$ cat config.mk
export PLATFORM = sky130hd
export DESIGN_NAME = sdcd_device_flat
export DESIGN_NICKNAME = d
export VERILOG_FILES = /design/src/hw/sdcd_pkg.sv /design/src/hw/sdcd_link_if.sv /design/src/hw/sdcd_device.sv /design/src/hw/sdcd_fifo.sv /design/src/flat_wrapper.sv
export SDC_FILE = /design/constraint.sdc
export NUM_CORES = 1
export LEC_CHECK = 0
export BUFFER_PORTS_ARGS = -buffer_cell sky130_fd_sc_hd__buf_2
export CAP_MARGIN = 0
export CORE_AREA = 2 2 211 213
export CTS_BUF_LIST = sky130_fd_sc_hd__clkbuf_4 sky130_fd_sc_hd__clkbuf_8
export DETAILED_ROUTE_END_ITERATION = 7
export DIE_AREA = 0 0 213 215
export GPL_TIMING_DRIVEN = 0
export PLACE_DENSITY_LB_ADDON = 0.2
export SYNTH_ARGS = -nofsm -noshare
export SYNTH_HDL_FRONTEND = slang
export SYNTH_SLANG_ARGS = --single-unit
$ cat constraint.sdc
create_clock -name clk -period 4.4 [get_ports clk]
set_input_delay 0.66 -clock clk [delete_from_list [all_inputs] [get_ports clk]]
set_output_delay 0.66 -clock clk [all_outputs]
set_load 0.01 [all_outputs]
$ cat src/hw/sdcd_pkg.sv
// sdcd_pkg: shared constants for the command decode front end
// assumes: both ends and the link carrier compile after this package
package sdcd_pkg;
   // ------------------------------------------------------------
   // widths
   // ------------------------------------------------------------
   localparam int ADDR_W   = 13;           // row / column address width
   localparam int DATA_W   = 16;           // data bus width
   localparam int MASK_W   = 2;            // one mask bit per byte
   localparam int BANKS    = 4;            // four banks
   localparam int OPC_W    = 12;           // mode op-code width
   localparam int COL_W    = 9;            // column address width
   localparam int FIFO_D   = 8;            // fifo depth
   // ------------------------------------------------------------
   // field positions
   // ------------------------------------------------------------
   localparam int AP_BIT   = 10;           // auto precharge / all-banks bit
   localparam int BL_LSB   = 0;            // burst length code in op-code
   localparam int BL_W     = 3;
   localparam int BT_BIT   = 3;            // burst type: 1 = interleaved
   // ------------------------------------------------------------
   // timing and codes
   // ------------------------------------------------------------
   localparam int MASK_RD_LAT   = 2;       // read mask to high-z, clocks
   localparam int MODE_LOAD_DLY = 2;       // mode load delay, clocks
   localparam logic [2:0] BL_FULL = 3'h7;  // full page burst code
   localparam logic [OPC_W-1:0] MODE_RST = 12'h000;
   localparam logic [3:0] ROWS_ONES = 4'hF;
   // command codes: {ras, cas, we} with select low
   typedef enum logic [2:0] {
      SDCD_ACT  = 3'h3,
      SDCD_RD   = 3'h5,
      SDCD_WR   = 3'h4,
      SDCD_NOP  = 3'h7,
      SDCD_PRE  = 3'h2,
      SDCD_REF  = 3'h1,
      SDCD_MLD  = 3'h0,
      SDCD_TERM = 3'h6
   } sdcd_cmd_t;
endpackage

$ cat src/hw/sdcd_link_if.sv
// sdcd_link_if: pins between memory controller and device
// assumes: one common clock; the bench resolves the data wire
`timescale 1ns/100ps
interface sdcd_link_if;
   logic                           selN;        // chip select, low active
   logic                           rowStbN;     // row strobe
   logic                           colStbN;     // column strobe
   logic                           wrStbN;      // write strobe
   logic                           clkGate;     // clock gate
   logic                           bank_sel_lo; // bank select bits
   logic                           bank_sel_hi;
   logic [sdcd_pkg::ADDR_W-1:0]    addr;        // address
   logic [sdcd_pkg::MASK_W-1:0]    mask;        // byte masks
   logic [sdcd_pkg::DATA_W-1:0]    ctlDq;       // controller drive value
   logic                           ctlDqOe;     // controller drives data
   logic [sdcd_pkg::DATA_W-1:0]    devDq;       // device drive value
   logic [sdcd_pkg::MASK_W-1:0]    devDqOe;     // device drives, per byte
   logic [sdcd_pkg::DATA_W-1:0]    dqIn;        // resolved wire level
   modport ctl (output selN, rowStbN, colStbN, wrStbN, clkGate, bank_sel_lo,
                bank_sel_hi, addr, mask, ctlDq, ctlDqOe, input dqIn);
   modport dev (input selN, rowStbN, colStbN, wrStbN, clkGate, bank_sel_lo,
                bank_sel_hi, addr, mask, dqIn, output devDq, devDqOe);
endinterface

$ cat src/hw/sdcd_device.sv
// sdcd_device: command decode and mask front end of a four-bank dram
// assumes: all link inputs come from logic on clk; write data leaves
// through an 8-deep fifo to the array side, read data enters from it
`timescale 1ns/100ps
module sdcd_device #(
   parameter int ROW_W = 13
) (
   input  wire logic                          clk,
   input  wire logic                          rst,
   sdcd_link_if.dev                           link,
   output logic [sdcd_pkg::BANKS-1:0]         bankOpen,      // open row per bank
   output logic [sdcd_pkg::OPC_W-1:0]         modeOpcode,    // stored op-code
   output logic [ROW_W-1:0]                   refreshRow,    // refresh counter
   output logic                               selfRefresh,   // in self refresh
   output logic                               deep_sleep_mode, // in deep sleep
   output logic                               wrValid,       // write beat to array
   output logic [sdcd_pkg::DATA_W-1:0]        wrData,
   output logic [sdcd_pkg::MASK_W-1:0]        wrMask,
   output logic [sdcd_pkg::COL_W-1:0]         wrCol,
   input  wire logic                          wrReady,       // array accepts beat
   input  wire logic [sdcd_pkg::DATA_W-1:0]   rdData,        // array read word
   output logic                               rdActive,      // read beat this cycle
   output logic [sdcd_pkg::COL_W-1:0]         rdCol          // read column
);
   localparam int CW = sdcd_pkg::COL_W;
   localparam int LW = sdcd_pkg::MASK_RD_LAT;
   // ------------------------------------------------------------
   // command decode
   // ------------------------------------------------------------
   sdcd_pkg::sdcd_cmd_t cmd;
   logic isAct, isRd, isWr, isPre, isRef, isMld, isTerm, live;
   logic [1:0] bank;
   always_comb begin
      cmd    = sdcd_pkg::sdcd_cmd_t'({link.rowStbN, link.colStbN, link.wrStbN});
      live   = !link.selN && !selfRefresh && !deep_sleep_mode;
      bank   = {link.bank_sel_hi, link.bank_sel_lo};
      isAct  = live && link.clkGate && cmd == sdcd_pkg::SDCD_ACT;
      isRd   = live && link.clkGate && cmd == sdcd_pkg::SDCD_RD;
      isWr   = live && link.clkGate && cmd == sdcd_pkg::SDCD_WR;
      isPre  = live && link.clkGate && cmd == sdcd_pkg::SDCD_PRE;
      isRef  = live && cmd == sdcd_pkg::SDCD_REF;
      isMld  = live && link.clkGate && cmd == sdcd_pkg::SDCD_MLD && bankOpen == '0;
      isTerm = live && cmd == sdcd_pkg::SDCD_TERM;
   end
   // ------------------------------------------------------------
   // burst state
   // ------------------------------------------------------------
   typedef enum logic [2:0] {
      SDCD_IDLE = 3'b001,
      SDCD_READ = 3'b010,
      SDCD_WRIT = 3'b100
   } sdcd_burst_t;
   sdcd_burst_t st, next_st;
   logic [CW-1:0] base, next_base, idx, next_idx;
   logic [CW-1:0] len, col, next_rdCol;
   logic [1:0] bBank, next_bBank;
   logic bAp, next_bAp, last;
   logic [sdcd_pkg::BANKS-1:0] next_open;
   logic [sdcd_pkg::OPC_W-1:0] next_mode;
   logic [ROW_W-1:0] next_refRow;
   logic next_self, next_deep, next_rdActive;
   logic [LW*sdcd_pkg::MASK_W-1:0] mPipe, next_mPipe;
   logic [LW-1:0] aPipe, next_aPipe;
   logic fInValid, fInReady;
   logic [sdcd_pkg::DATA_W+sdcd_pkg::MASK_W+CW-1:0] fOut;
   logic wrGo;
   always_comb begin
      // burst length from op-code: 1,2,4,8 or full page
      len = (modeOpcode[sdcd_pkg::BL_LSB +: sdcd_pkg::BL_W] == sdcd_pkg::BL_FULL) ? '1 :
            CW'(1 << modeOpcode[sdcd_pkg::BL_LSB +: 2]);
      // interleaved order flips low bits, sequential adds
      if (modeOpcode[sdcd_pkg::BT_BIT]) begin
         col = base ^ idx;
      end else begin
         col = (base & ~CW'(len - 1'b1)) | CW'((base + idx) & CW'(len - 1'b1));
      end
      last = (idx == CW'(len - 1'b1)) && (len != '1);  // full page never ends
   end
   // ------------------------------------------------------------
   // next state of the command engine
   // ------------------------------------------------------------
   always_comb begin
      next_st     = st;
      next_base   = base;
      next_idx    = CW'(idx + 1'b1);
      next_bBank  = bBank;
      next_bAp    = bAp;
      next_open   = bankOpen;
      next_mode   = modeOpcode;
      next_refRow = refreshRow;
      next_self   = selfRefresh;
      next_deep   = deep_sleep_mode;
      if (st != SDCD_IDLE && last) begin
         next_st = SDCD_IDLE;
         if (bAp) begin
            next_open[bBank] = 1'b0;
         end
      end
      if (st == SDCD_IDLE) begin
         next_idx = '0;
      end
      // leave low-power states when the gate rises
      if ((selfRefresh || deep_sleep_mode) && link.clkGate) begin
         next_self = 1'b0;
         next_deep = 1'b0;
      end
      if (isAct) begin
         next_open[bank] = 1'b1;
      end
      if (isRd || isWr) begin
         // new column each cycle restarts the burst
         next_st    = isRd ? SDCD_READ : SDCD_WRIT;
         next_base  = link.addr[CW-1:0];
         next_idx   = '0;
         next_bBank = bank;
         next_bAp   = link.addr[sdcd_pkg::AP_BIT];
         // write beat zero rides with the command, so the burst goes on at one
         if (isWr) begin
            next_idx = CW'(1'b1);
            if (len == CW'(1'b1)) begin
               next_st = SDCD_IDLE;                     // single beat already taken
            end
         end
      end
      if (isPre) begin
         // a burst in another bank keeps going unless the all-banks bit is set
         if (link.addr[sdcd_pkg::AP_BIT]) begin
            next_open = '0;
         end else begin
            next_open[bank] = 1'b0;
         end
         if (link.addr[sdcd_pkg::AP_BIT] || bank == bBank) begin
            next_st = SDCD_IDLE;
         end
      end
      if (isRef) begin
         next_refRow = ROW_W'(refreshRow + 1'b1);
         next_self   = !link.clkGate;
      end
      if (isMld) begin
         next_mode = link.addr[sdcd_pkg::OPC_W-1:0];
      end
      if (isTerm) begin
         if (link.clkGate) begin
            next_st = SDCD_IDLE;
         end else if (bankOpen == '0) begin
            next_deep = 1'b1;
         end
      end
      next_rdActive = (next_st == SDCD_READ);
      next_rdCol    = (isRd) ? link.addr[CW-1:0] : col;
      // read mask pipe, two stages
      next_mPipe = {mPipe[0 +: (LW-1)*sdcd_pkg::MASK_W], link.mask};
      next_aPipe = {aPipe[0 +: LW-1], rdActive};
   end
   // registers of the command engine, sampled on rising edge
   always_ff @(posedge clk or posedge rst) begin
      if (rst) begin
         st              <= SDCD_IDLE;
         base            <= '0;
         idx             <= '0;
         bBank           <= '0;
         bAp             <= 1'b0;
         bankOpen        <= '0;
         modeOpcode      <= sdcd_pkg::MODE_RST;
         refreshRow      <= '0;
         selfRefresh     <= 1'b0;
         deep_sleep_mode <= 1'b0;
         rdActive        <= 1'b0;
         rdCol           <= '0;
         mPipe           <= '0;
         aPipe           <= '0;
      end else begin
         st              <= next_st;
         base            <= next_base;
         idx             <= next_idx;
         bBank           <= next_bBank;
         bAp             <= next_bAp;
         bankOpen        <= next_open;
         modeOpcode      <= next_mode;
         refreshRow      <= next_refRow;
         selfRefresh     <= next_self;
         deep_sleep_mode <= next_deep;
         rdActive        <= next_rdActive;
         rdCol           <= next_rdCol;
         mPipe           <= next_mPipe;
         aPipe           <= next_aPipe;
      end
   end
   // ------------------------------------------------------------
   // write path: mask taken with the data, same cycle
   // ------------------------------------------------------------
   always_comb begin
      wrGo     = (isWr || st == SDCD_WRIT) && !isTerm && !isPre;
      fInValid = wrGo && (link.mask != '1);  // fully masked beat dropped
   end
   // limitation: a full fifo drops beats; size it above the array stall
   sdcd_fifo #(
      .WIDTH (sdcd_pkg::DATA_W + sdcd_pkg::MASK_W + CW),
      .DEPTH (sdcd_pkg::FIFO_D)
   ) uFifo (
      .clk      (clk),
      .rst      (rst),
      .inValid  (fInValid),
      .inReady  (fInReady),
      .inData   ({link.dqIn, link.mask, (isWr ? link.addr[CW-1:0] : col)}),
      .outValid (wrValid),
      .outReady (wrReady),
      .outData  (fOut)
   );
   assign {wrData, wrMask, wrCol} = fOut;
   // ------------------------------------------------------------
   // read drive: per byte, gated by mask two clocks old
   // ------------------------------------------------------------
   always_ff @(posedge clk or posedge rst) begin
      if (rst) begin
         link.devDq   <= '0;
         link.devDqOe <= '0;
      end else begin
         link.devDq   <= rdData;
         link.devDqOe <= {sdcd_pkg::MASK_W{aPipe[0]}} &
                         ~mPipe[(LW-1)*sdcd_pkg::MASK_W +: sdcd_pkg::MASK_W];
      end
   end
endmodule

$ cat src/hw/sdcd_fifo.sv
// sdcd_fifo: small valid/ready fifo for the data path
// assumes: one clock, async high reset
`timescale 1ns/100ps
module sdcd_fifo #(
   parameter int WIDTH = 16,
   parameter int DEPTH = 8
) (
   input  wire logic             clk,
   input  wire logic             rst,
   input  wire logic             inValid,
   output logic                  inReady,
   input  wire logic [WIDTH-1:0] inData,
   output logic                  outValid,
   input  wire logic             outReady,
   output logic [WIDTH-1:0]      outData
);
   localparam int AW = $clog2(DEPTH);
   logic [WIDTH-1:0] mem [DEPTH];      // storage
   logic [AW-1:0]    wp, rp, next_wp, next_rp;
   logic [AW:0]      cnt, next_cnt;    // fill level
   logic             push, pop;
   // ------------------------------------------------------------
   // next pointers
   // ------------------------------------------------------------
   always_comb begin
      push     = inValid && inReady;
      pop      = outValid && outReady;
      next_wp  = push ? AW'(wp + 1'b1) : wp;
      next_rp  = pop ? AW'(rp + 1'b1) : rp;
      next_cnt = (AW+1)'(cnt + push - pop);
   end
   // registers
   always_ff @(posedge clk or posedge rst) begin
      if (rst) begin
         wp  <= '0;
         rp  <= '0;
         cnt <= '0;
      end else begin
         wp  <= next_wp;
         rp  <= next_rp;
         cnt <= next_cnt;
      end
   end
   // storage, no reset needed
   always_ff @(posedge clk) begin
      if (push) begin
         mem[wp] <= inData;
      end
   end
   assign inReady  = (cnt != (AW+1)'(DEPTH));  // honest full
   assign outValid = (cnt != '0);
   assign outData  = mem[rp];
endmodule

$ cat src/flat_wrapper.sv
// flat-port wrapper written by rule: the top's interface ports become plain ports
module sdcd_device_flat 
#(
   parameter int ROW_W = 13
)
  (clk, rst, bankOpen, modeOpcode, refreshRow, selfRefresh, deep_sleep_mode, wrValid, wrData, wrMask, wrCol, wrReady, rdData, rdActive, rdCol, link_selN, link_rowStbN, link_colStbN, link_wrStbN, link_clkGate, link_bank_sel_lo, link_bank_sel_hi, link_addr, link_mask, link_dqIn, link_devDq, link_devDqOe);
  sdcd_link_if link_i ();
  input  wire logic clk;
  input  wire logic rst;
  output logic [sdcd_pkg::BANKS-1:0] bankOpen;
  output logic [sdcd_pkg::OPC_W-1:0] modeOpcode;
  output logic [ROW_W-1:0] refreshRow;
  output logic selfRefresh;
  output logic deep_sleep_mode;
  output logic wrValid;
  output logic [sdcd_pkg::DATA_W-1:0] wrData;
  output logic [sdcd_pkg::MASK_W-1:0] wrMask;
  output logic [sdcd_pkg::COL_W-1:0] wrCol;
  input  wire logic wrReady;
  input  wire logic [sdcd_pkg::DATA_W-1:0] rdData;
  output logic rdActive;
  output logic [sdcd_pkg::COL_W-1:0] rdCol;
  input wire logic [$bits(link_i.selN)-1:0] link_selN;
  input wire logic [$bits(link_i.rowStbN)-1:0] link_rowStbN;
  input wire logic [$bits(link_i.colStbN)-1:0] link_colStbN;
  input wire logic [$bits(link_i.wrStbN)-1:0] link_wrStbN;
  input wire logic [$bits(link_i.clkGate)-1:0] link_clkGate;
  input wire logic [$bits(link_i.bank_sel_lo)-1:0] link_bank_sel_lo;
  input wire logic [$bits(link_i.bank_sel_hi)-1:0] link_bank_sel_hi;
  input wire logic [$bits(link_i.addr)-1:0] link_addr;
  input wire logic [$bits(link_i.mask)-1:0] link_mask;
  input wire logic [$bits(link_i.dqIn)-1:0] link_dqIn;
  output wire logic [$bits(link_i.devDq)-1:0] link_devDq;
  output wire logic [$bits(link_i.devDqOe)-1:0] link_devDqOe;
  assign link_i.selN = link_selN;
  assign link_i.rowStbN = link_rowStbN;
  assign link_i.colStbN = link_colStbN;
  assign link_i.wrStbN = link_wrStbN;
  assign link_i.clkGate = link_clkGate;
  assign link_i.bank_sel_lo = link_bank_sel_lo;
  assign link_i.bank_sel_hi = link_bank_sel_hi;
  assign link_i.addr = link_addr;
  assign link_i.mask = link_mask;
  assign link_i.dqIn = link_dqIn;
  assign link_devDq = link_i.devDq;
  assign link_devDqOe = link_i.devDqOe;
  sdcd_device #(.ROW_W(ROW_W)) u_core (.clk(clk), .rst(rst), .link(link_i), .bankOpen(bankOpen), .modeOpcode(modeOpcode), .refreshRow(refreshRow), .selfRefresh(selfRefresh), .deep_sleep_mode(deep_sleep_mode), .wrValid(wrValid), .wrData(wrData), .wrMask(wrMask), .wrCol(wrCol), .wrReady(wrReady), .rdData(rdData), .rdActive(rdActive), .rdCol(rdCol));
endmodule
-- After elaboration in Yosys (flattened, before gate mapping)
Memories as Yosys holds them, arrays and structs flattened.
Index checks and enable logic that the tools add are counted.
- add/sub/neg operators: 8
- magnitude comparators: 4
- equal/unequal tests: 17
- shifts and indexed selects: 1
- multiplexer cells: 33
- bitwise gates (word level): 12
- reduce and logical (&&, ||, !) cells: 35
- operator list (operator ; count):
    $mux W9 ; 6
    $mux W3 ; 9
    $logic_and A1 B1 Y1 ; 21
    $mux W4 ; 5
    $and A9 B9 Y9 ; 2
    $eq A3 B3 Y1 const B ; 5
    $add A13 B1 Y13 const B ; 1
    $mux W1 ; 11
    $add A9 B1 Y9 const B ; 1
    $add A9 B9 Y9 ; 1
    $eq A3 B2 Y1 const B ; 3
    $eq A9 B1 Y1 const B ; 1
    $eq A9 B9 Y1 ; 1
    $ne A9 B9 Y1 const B ; 1
    $not A9 Y9 ; 1
    $or A9 B9 Y9 ; 1
    $shl A1 B2 Y9 const A ; 1
    $sub A9 B1 Y9 const B ; 1
    $xor A9 B9 Y9 ; 1
    $and A4 B4 Y4 ; 2
    $not A4 Y4 ; 2
    $add A3 B1 Y3 const B ; 2
    $eq A3 B1 Y1 const B ; 2
    $logic_not A1 Y1 ; 6
    17 further kinds ; 23
- flip-flop bits (word level): 98
- RAM bits: 216
- input bits: 57
- output and inout bits: 87
- logic and storage cells: 130
- memories kept: 1
- memory list (memory ; words ; bits a word ; read ports ; clocked after memory_dff ; write ports ; line ; text):
    u_core.uFifo.mem ; 8 ; 27 ; 1 ; 0 ; 1 ; sdcd_fifo.sv:18 ; logic [WIDTH-1:0] mem [DEPTH];

-- Longest topological paths before layout
- depth in word-level cells: 14
- gate-level depth with buffers: 12
- depth with buffers taken out: 11

-- Hierarchy
From an unflattened synthesis, not the netlist that was laid out.
- cells, all modules: 789
- area, all modules: 13162.6 um^2
- modules (own cells, without submodules) (module ; instances ; cells each ; area each (um^2) ; sequential area each (um^2)):
    sdcd_fifo ; 1 ; 368 ; 8821.0 ; 6736.5
    sdcd_device ; 1 ; 421 ; 4341.7 ; 2203.4

-- Least setup slack after synthesis
No wires, ideal clock.
- path kind: input -> register
- start: input link_clkGate
- end: memory u_core.uFifo.mem[0][0] (netlist bit) (enable)
- library setup time: 445 ps
- arrival time: 3634 ps
- required time: 3955 ps
- setup slack: 321 ps
- stages on the path: 7
- path buffers: 1
- path through: buf_4 or2_2 a21oi_2 nor3_2 a221oi_4 nand2b_2 nor3_1
- cells in the longest elaborated chain, start to end: 9
- elaborated cells between the ends (all ways): 11
- those cells by class: 2 x mux; 9 x reduce/logical
- ends and longest elaborated chain (item ; line ; text):
    from (decl) ; flat_wrapper.sv:27 ; input wire logic [$bits(link_i.clkGate)-1:0] link_clkGate;
    $logic_and A1 B1 Y1 * ; sdcd_device.sv:39, sdcd_device.sv:40 ;
    $logic_and A1 B1 Y1 ; sdcd_device.sv:39 ; isWr = live && link.clkGate && cmd == sdcd_pkg::SDCD_WR;
    $logic_or A1 B1 Y1 ; sdcd_device.sv:194 ; wrGo = (isWr || st == SDCD_WRIT) && !isTerm && !isPre;
    $logic_and A1 B1 Y1 ; sdcd_device.sv:194 ;
    $logic_and A1 B1 Y1 * ; sdcd_device.sv:194 ;
    $logic_and A1 B1 Y1 * ; sdcd_device.sv:195 ; fInValid = wrGo && (link.mask != '1);
    $logic_and A1 B1 Y1 * ; sdcd_fifo.sv:26 ; push = inValid && inReady;
    $mux W1 * ; sdcd_fifo.sv:46 ; if (push) begin
    $mux W1 (not written as such) * ; sdcd_fifo.sv:47 ; mem[wp] <= inData;
    to (decl) ; sdcd_fifo.sv:18 ;
Mark *: on every way between the ends. The rest lies on a longest branch, timed or not.

-- Final worst setup path
- start: register u_core.uFifo.rp[1]
- end: output wrCol[5] (netlist bit)
- cells in the longest elaborated chain, start to end: 1
- ends and longest elaborated chain (item ; line ; text):
    from (decl) ; sdcd_fifo.sv:19 ; logic [AW-1:0] wp, rp, next_wp, next_rp;
    from (signal assigned) ; sdcd_fifo.sv:40 ; rp <= next_rp;
    $mem_v2 Z8 W27 ; n/a ;
    to (decl) ; flat_wrapper.sv:18 ; output logic [sdcd_pkg::COL_W-1:0] wrCol;
Every way passes these cells.

==> flow_summary.ini <==
[sta]
tightestPinTransition_ps = 1070
rsz0062_at_grt = no
finClkSkew_ps = 15.4
finalMaxSlewViolations = 0
final.period_utilization_pct = 84.2
slew-limit-headroom_pct = 28.0
fmax_mhz = 270
setup_viol_count_final = 0
final.min_clock_period_ps = 3710
hold_violations = 0
finalWorstSetupSlack_ps = 694
final.setup.tns_ps = 0

[routing]
ant_nets = 0
dr.pass1.iters = 4
routed-via-count = 7426
via_per_inst = 4.56
routed_wl_um = 30600
wl_per_cell_um = 18.8
drt_iter0_markers = 437
post-route-drc-count = 0

[clock_network]
cts_resized = 0
htreeDepth = 2
cts_setup_buffers = 0
clock_latency_ps = 630
cts_hold_buf = 0
clockBufferDepth = 3
clock-root-buffer = clkbuf_8
cts_buffers = 52
clk_pin_slew_ps = 60
cts_tree = done
cts.sinks = 314

[power_and_ir_drop]
power_frac_seq_pct = 40.4
p_int_uw = 6350
leakage_uw = 0.00606
power_density_mw_per_mm2 = 590
switching_share_pct = 32.1
vdd.ir_drop.worst_v = 0.000289
pwr-share-clk_pct = 28.5
p_comb_share_pct = 31.0
switchingPower_uw = 3000

[worst_setup_path]
rr_endpoint = u_core.uFifo.mem[4][6]$_DFFE_PP_
r2r_slack_ps = 1210
arrival_ps = 3050
path_class = register to primary output
crit_top_cell = clkbuf_1
cp.required_ps = 3740
crit_family = buffers and inverters
cp-end-kind = primary output
worst-r2r-cell-count = 8
max_stage_delay_ps = 660
crit_slowest_cell = clkbuf_1
path_cells = clkbuf_1 > clkbuf_1 > mux4_2 > mux2_2 > buf_2
startpoint_type = register
cp_num_cells = 5
r2r-start = u_core.idx[0]$_DFF_PP0_
critPathLaunch = u_core.uFifo.rp[1]$_DFFE_PP0P_
path_buf_inv = 3
cp_max_fo = 10
worstSetupEndpoint = wrCol[5]

[cells_and_area]
drive_above_1_share_pct = 37.1
antenna-diode-count = 0
final_cell_count_no_fill = 1629
fin_util_pct = 36.3
syn2layout_area_growth_pct = 22.1
num-nets-final = 1075

[place]
dp_cells = 1534
io_buffer_count = 141
gp_congestion = 0.801
detailed_place_hpwl_um = 20800
dpl_worst_slack_ps = 755

[hold_path]
worst_hold_path_type = primary input to async pin

[die]
die_w_um = 213
io_pins = 144
core_sq_mm = 0.0436
die-area_sq_mm = 0.0458
die_h_um = 215
num_rows = 77
start_util_pct = 29.7

[yosys]
synth.net_count = 863
synth.avg_cell_area_sq_um = 16.6
synth_simple_gate_area_share_pct = 7.42
synthXorXnorAreaFrac_pct = 2.23
synthTopCellsByCount = 216 x edfxtp_1, 97 x dfrtp_1, 61 x nand2_1
synth_most_common_cell = edfxtp_1
yosys_register_bits = 314
async_flop_share_pct = 31.2
muxShareOfSynthArea_pct = 13.5
yosysSeqAreaShare_pct = 68.9
yosysUniqueCellTypes = 68
yosysTopAreaCell = edfxtp_1
synth_ff_type = edfxtp_1
synth-edff-count = 216
synth_compound_area_share_pct = 3.86
synth_fa_ha_area_share_pct = 2.24
yosys-top-cells-area = edfxtp_1 50%, dfrtp_1 19%, mux4_2 9.4%
synth_top_family_by_area = multiplexers
synth_top_area_share_pct = 50.0
syn_inst = 784
synth_area_sq_mm = 0.0130
ys_warn_count = 0

[job]
drv_cap = 0

[global_route]
grt_max_degree = 60
track_usage_pct = 13.7
grt-ovfl-total = 0
antenna_found_initial = 1
grt_pass1_wl_um = 47100
grt_pass1_vias = 7857

[status]
status = completed
==> power by group through the flow <==
| stage | logic (uW) | clock network, uW | registers (uW) |
|---|---|---|---|
| detailed placement | 2980 | 0 | 3840 |
| CTS | 3000 | 2780 | 3790 |
| finish | 2900 | 2670 | 3780 |
| global placement | 2920 | 0 | 3830 |
| global route | 3240 | 2900 | 3820 |
| floorplan | 1880 | 0 | 3850 |
==> worst min-delay path by stage <==
stage / from / slack [ps] / cells after the start / end
after floorplan: u_core.mPipe[0]$_DFF_PP0_ / 330 / 0 / u_core.mPipe[2]$_DFF_PP0_
after global placement: u_core.mPipe[1]$_DFF_PP0_ / 330 / 0 / u_core.mPipe[3]$_DFF_PP0_
after detailed placement: u_core.mPipe[1]$_DFF_PP0_ / 340 / 0 / u_core.mPipe[3]$_DFF_PP0_
after CTS: rdData[3] / 60 / 1 / u_core.link.devDq[3]$_DFF_PP0_
after global routing: rdData[15] / 60 / 1 / u_core.link.devDq[15]$_DFF_PP0_
final: rst / 110 / 2 / u_core.link.devDq[6]$_DFF_PP0_
==> logic make-up (layout without fill, tap and decap cells) <==
group / after synthesis / count (layout)
flops: 314 / 314
simple gates: 179 / 179
mux: 102 / 102
compound gates: 79 / 79
fa+ha+maj: 22 / 22
xor+xnor: 33 / 33
buf+inv: 55 / 308
==> final cells by class <==
cell class	count	area [sq um]
tap	592	741
sequential	314	8940
clock buffer	70	863
buffer	29	145
fill	4194	27800
clock inverter	25	209
inverter	26	100
timing repair buffer	158	997
multi-input combinational	415	3850
==> per-layer routing <==
| metal | track usage, % | vias to the layer above | share of wire, % |
|---|---|---|---|
| li1 | - | 3441 | - |
| met1 | 18.1 | 3771 | 45 |
| met2 | 22.2 | 163 | 48 |
| met3 | 3.49 | 49 | 5.1 |
| met4 | 4.13 | 2 | 1.9 |
| met5 | 0 | - | 0.023 |
==> sequential cells by signal, summed over array words and instances (netlist names) <==
register / cells
u_core.selfRefresh: 1
u_core.uFifo.mem: 216
u_core.base: 9
u_core.link.devDqOe: 2
u_core.uFifo.wp: 3
u_core.rdCol: 9
u_core.link.devDq: 16
u_core.mPipe: 4
u_core.refreshRow: 13
u_core.modeOpcode: 12
u_core.bAp: 1
u_core.rdActive: 1
u_core.deep_sleep_mode: 1
u_core.uFifo.rp: 3
u_core.aPipe: 1
u_core.idx: 9
u_core.uFifo.cnt: 4
u_core.bankOpen: 4
u_core.bBank: 2
u_core.st: 3
==> stage by stage <==
| stage | total power, uW | cell area, sq um | hold WS, ps |
|---|---|---|---|
| 3_5_place_dp | 6820 | 14800 | 336 |
| 4_1_cts | 9560 | 15800 | 61.4 |
| 3_3_place_gp | 6750 | 14400 | 335 |
| 5_1_grt | 9960 | 15800 | 64.5 |
| 2_1_floorplan | 5720 | 13000 | 331 |
| 6_report | 9340 | 15800 | 108 |
==> placed cells by master, fill, tap and decap left out, types with 8 or more instances in the layout <==
cell type    n
edfxtp_1   216
buf_2      150
dfrtp_1     97
nand2_1     61
clkbuf_8    55
mux4_2      54
mux2_2      44
nor2_1      38
o21ai_0     28
inv_1       24
ha_1        20
a21oi_1     19
xor2_1      18
clkbuf_4    16
xnor2_1     15
clkbuf_1    13
clkinv_1    13
nand3_1     10
nand4_1      8
==> worst reg2reg max path, cell delays in order, from the launching register on <==
cell	delay, ps
dfrtp_1	490
ha_1	250
inv_1	70
fa_1	410
nor2b_1	130
o21ai_1	120
a31oi_1	340
a311oi_1	180
o21ai_0	860
Power figures use the tool's default switching activity.
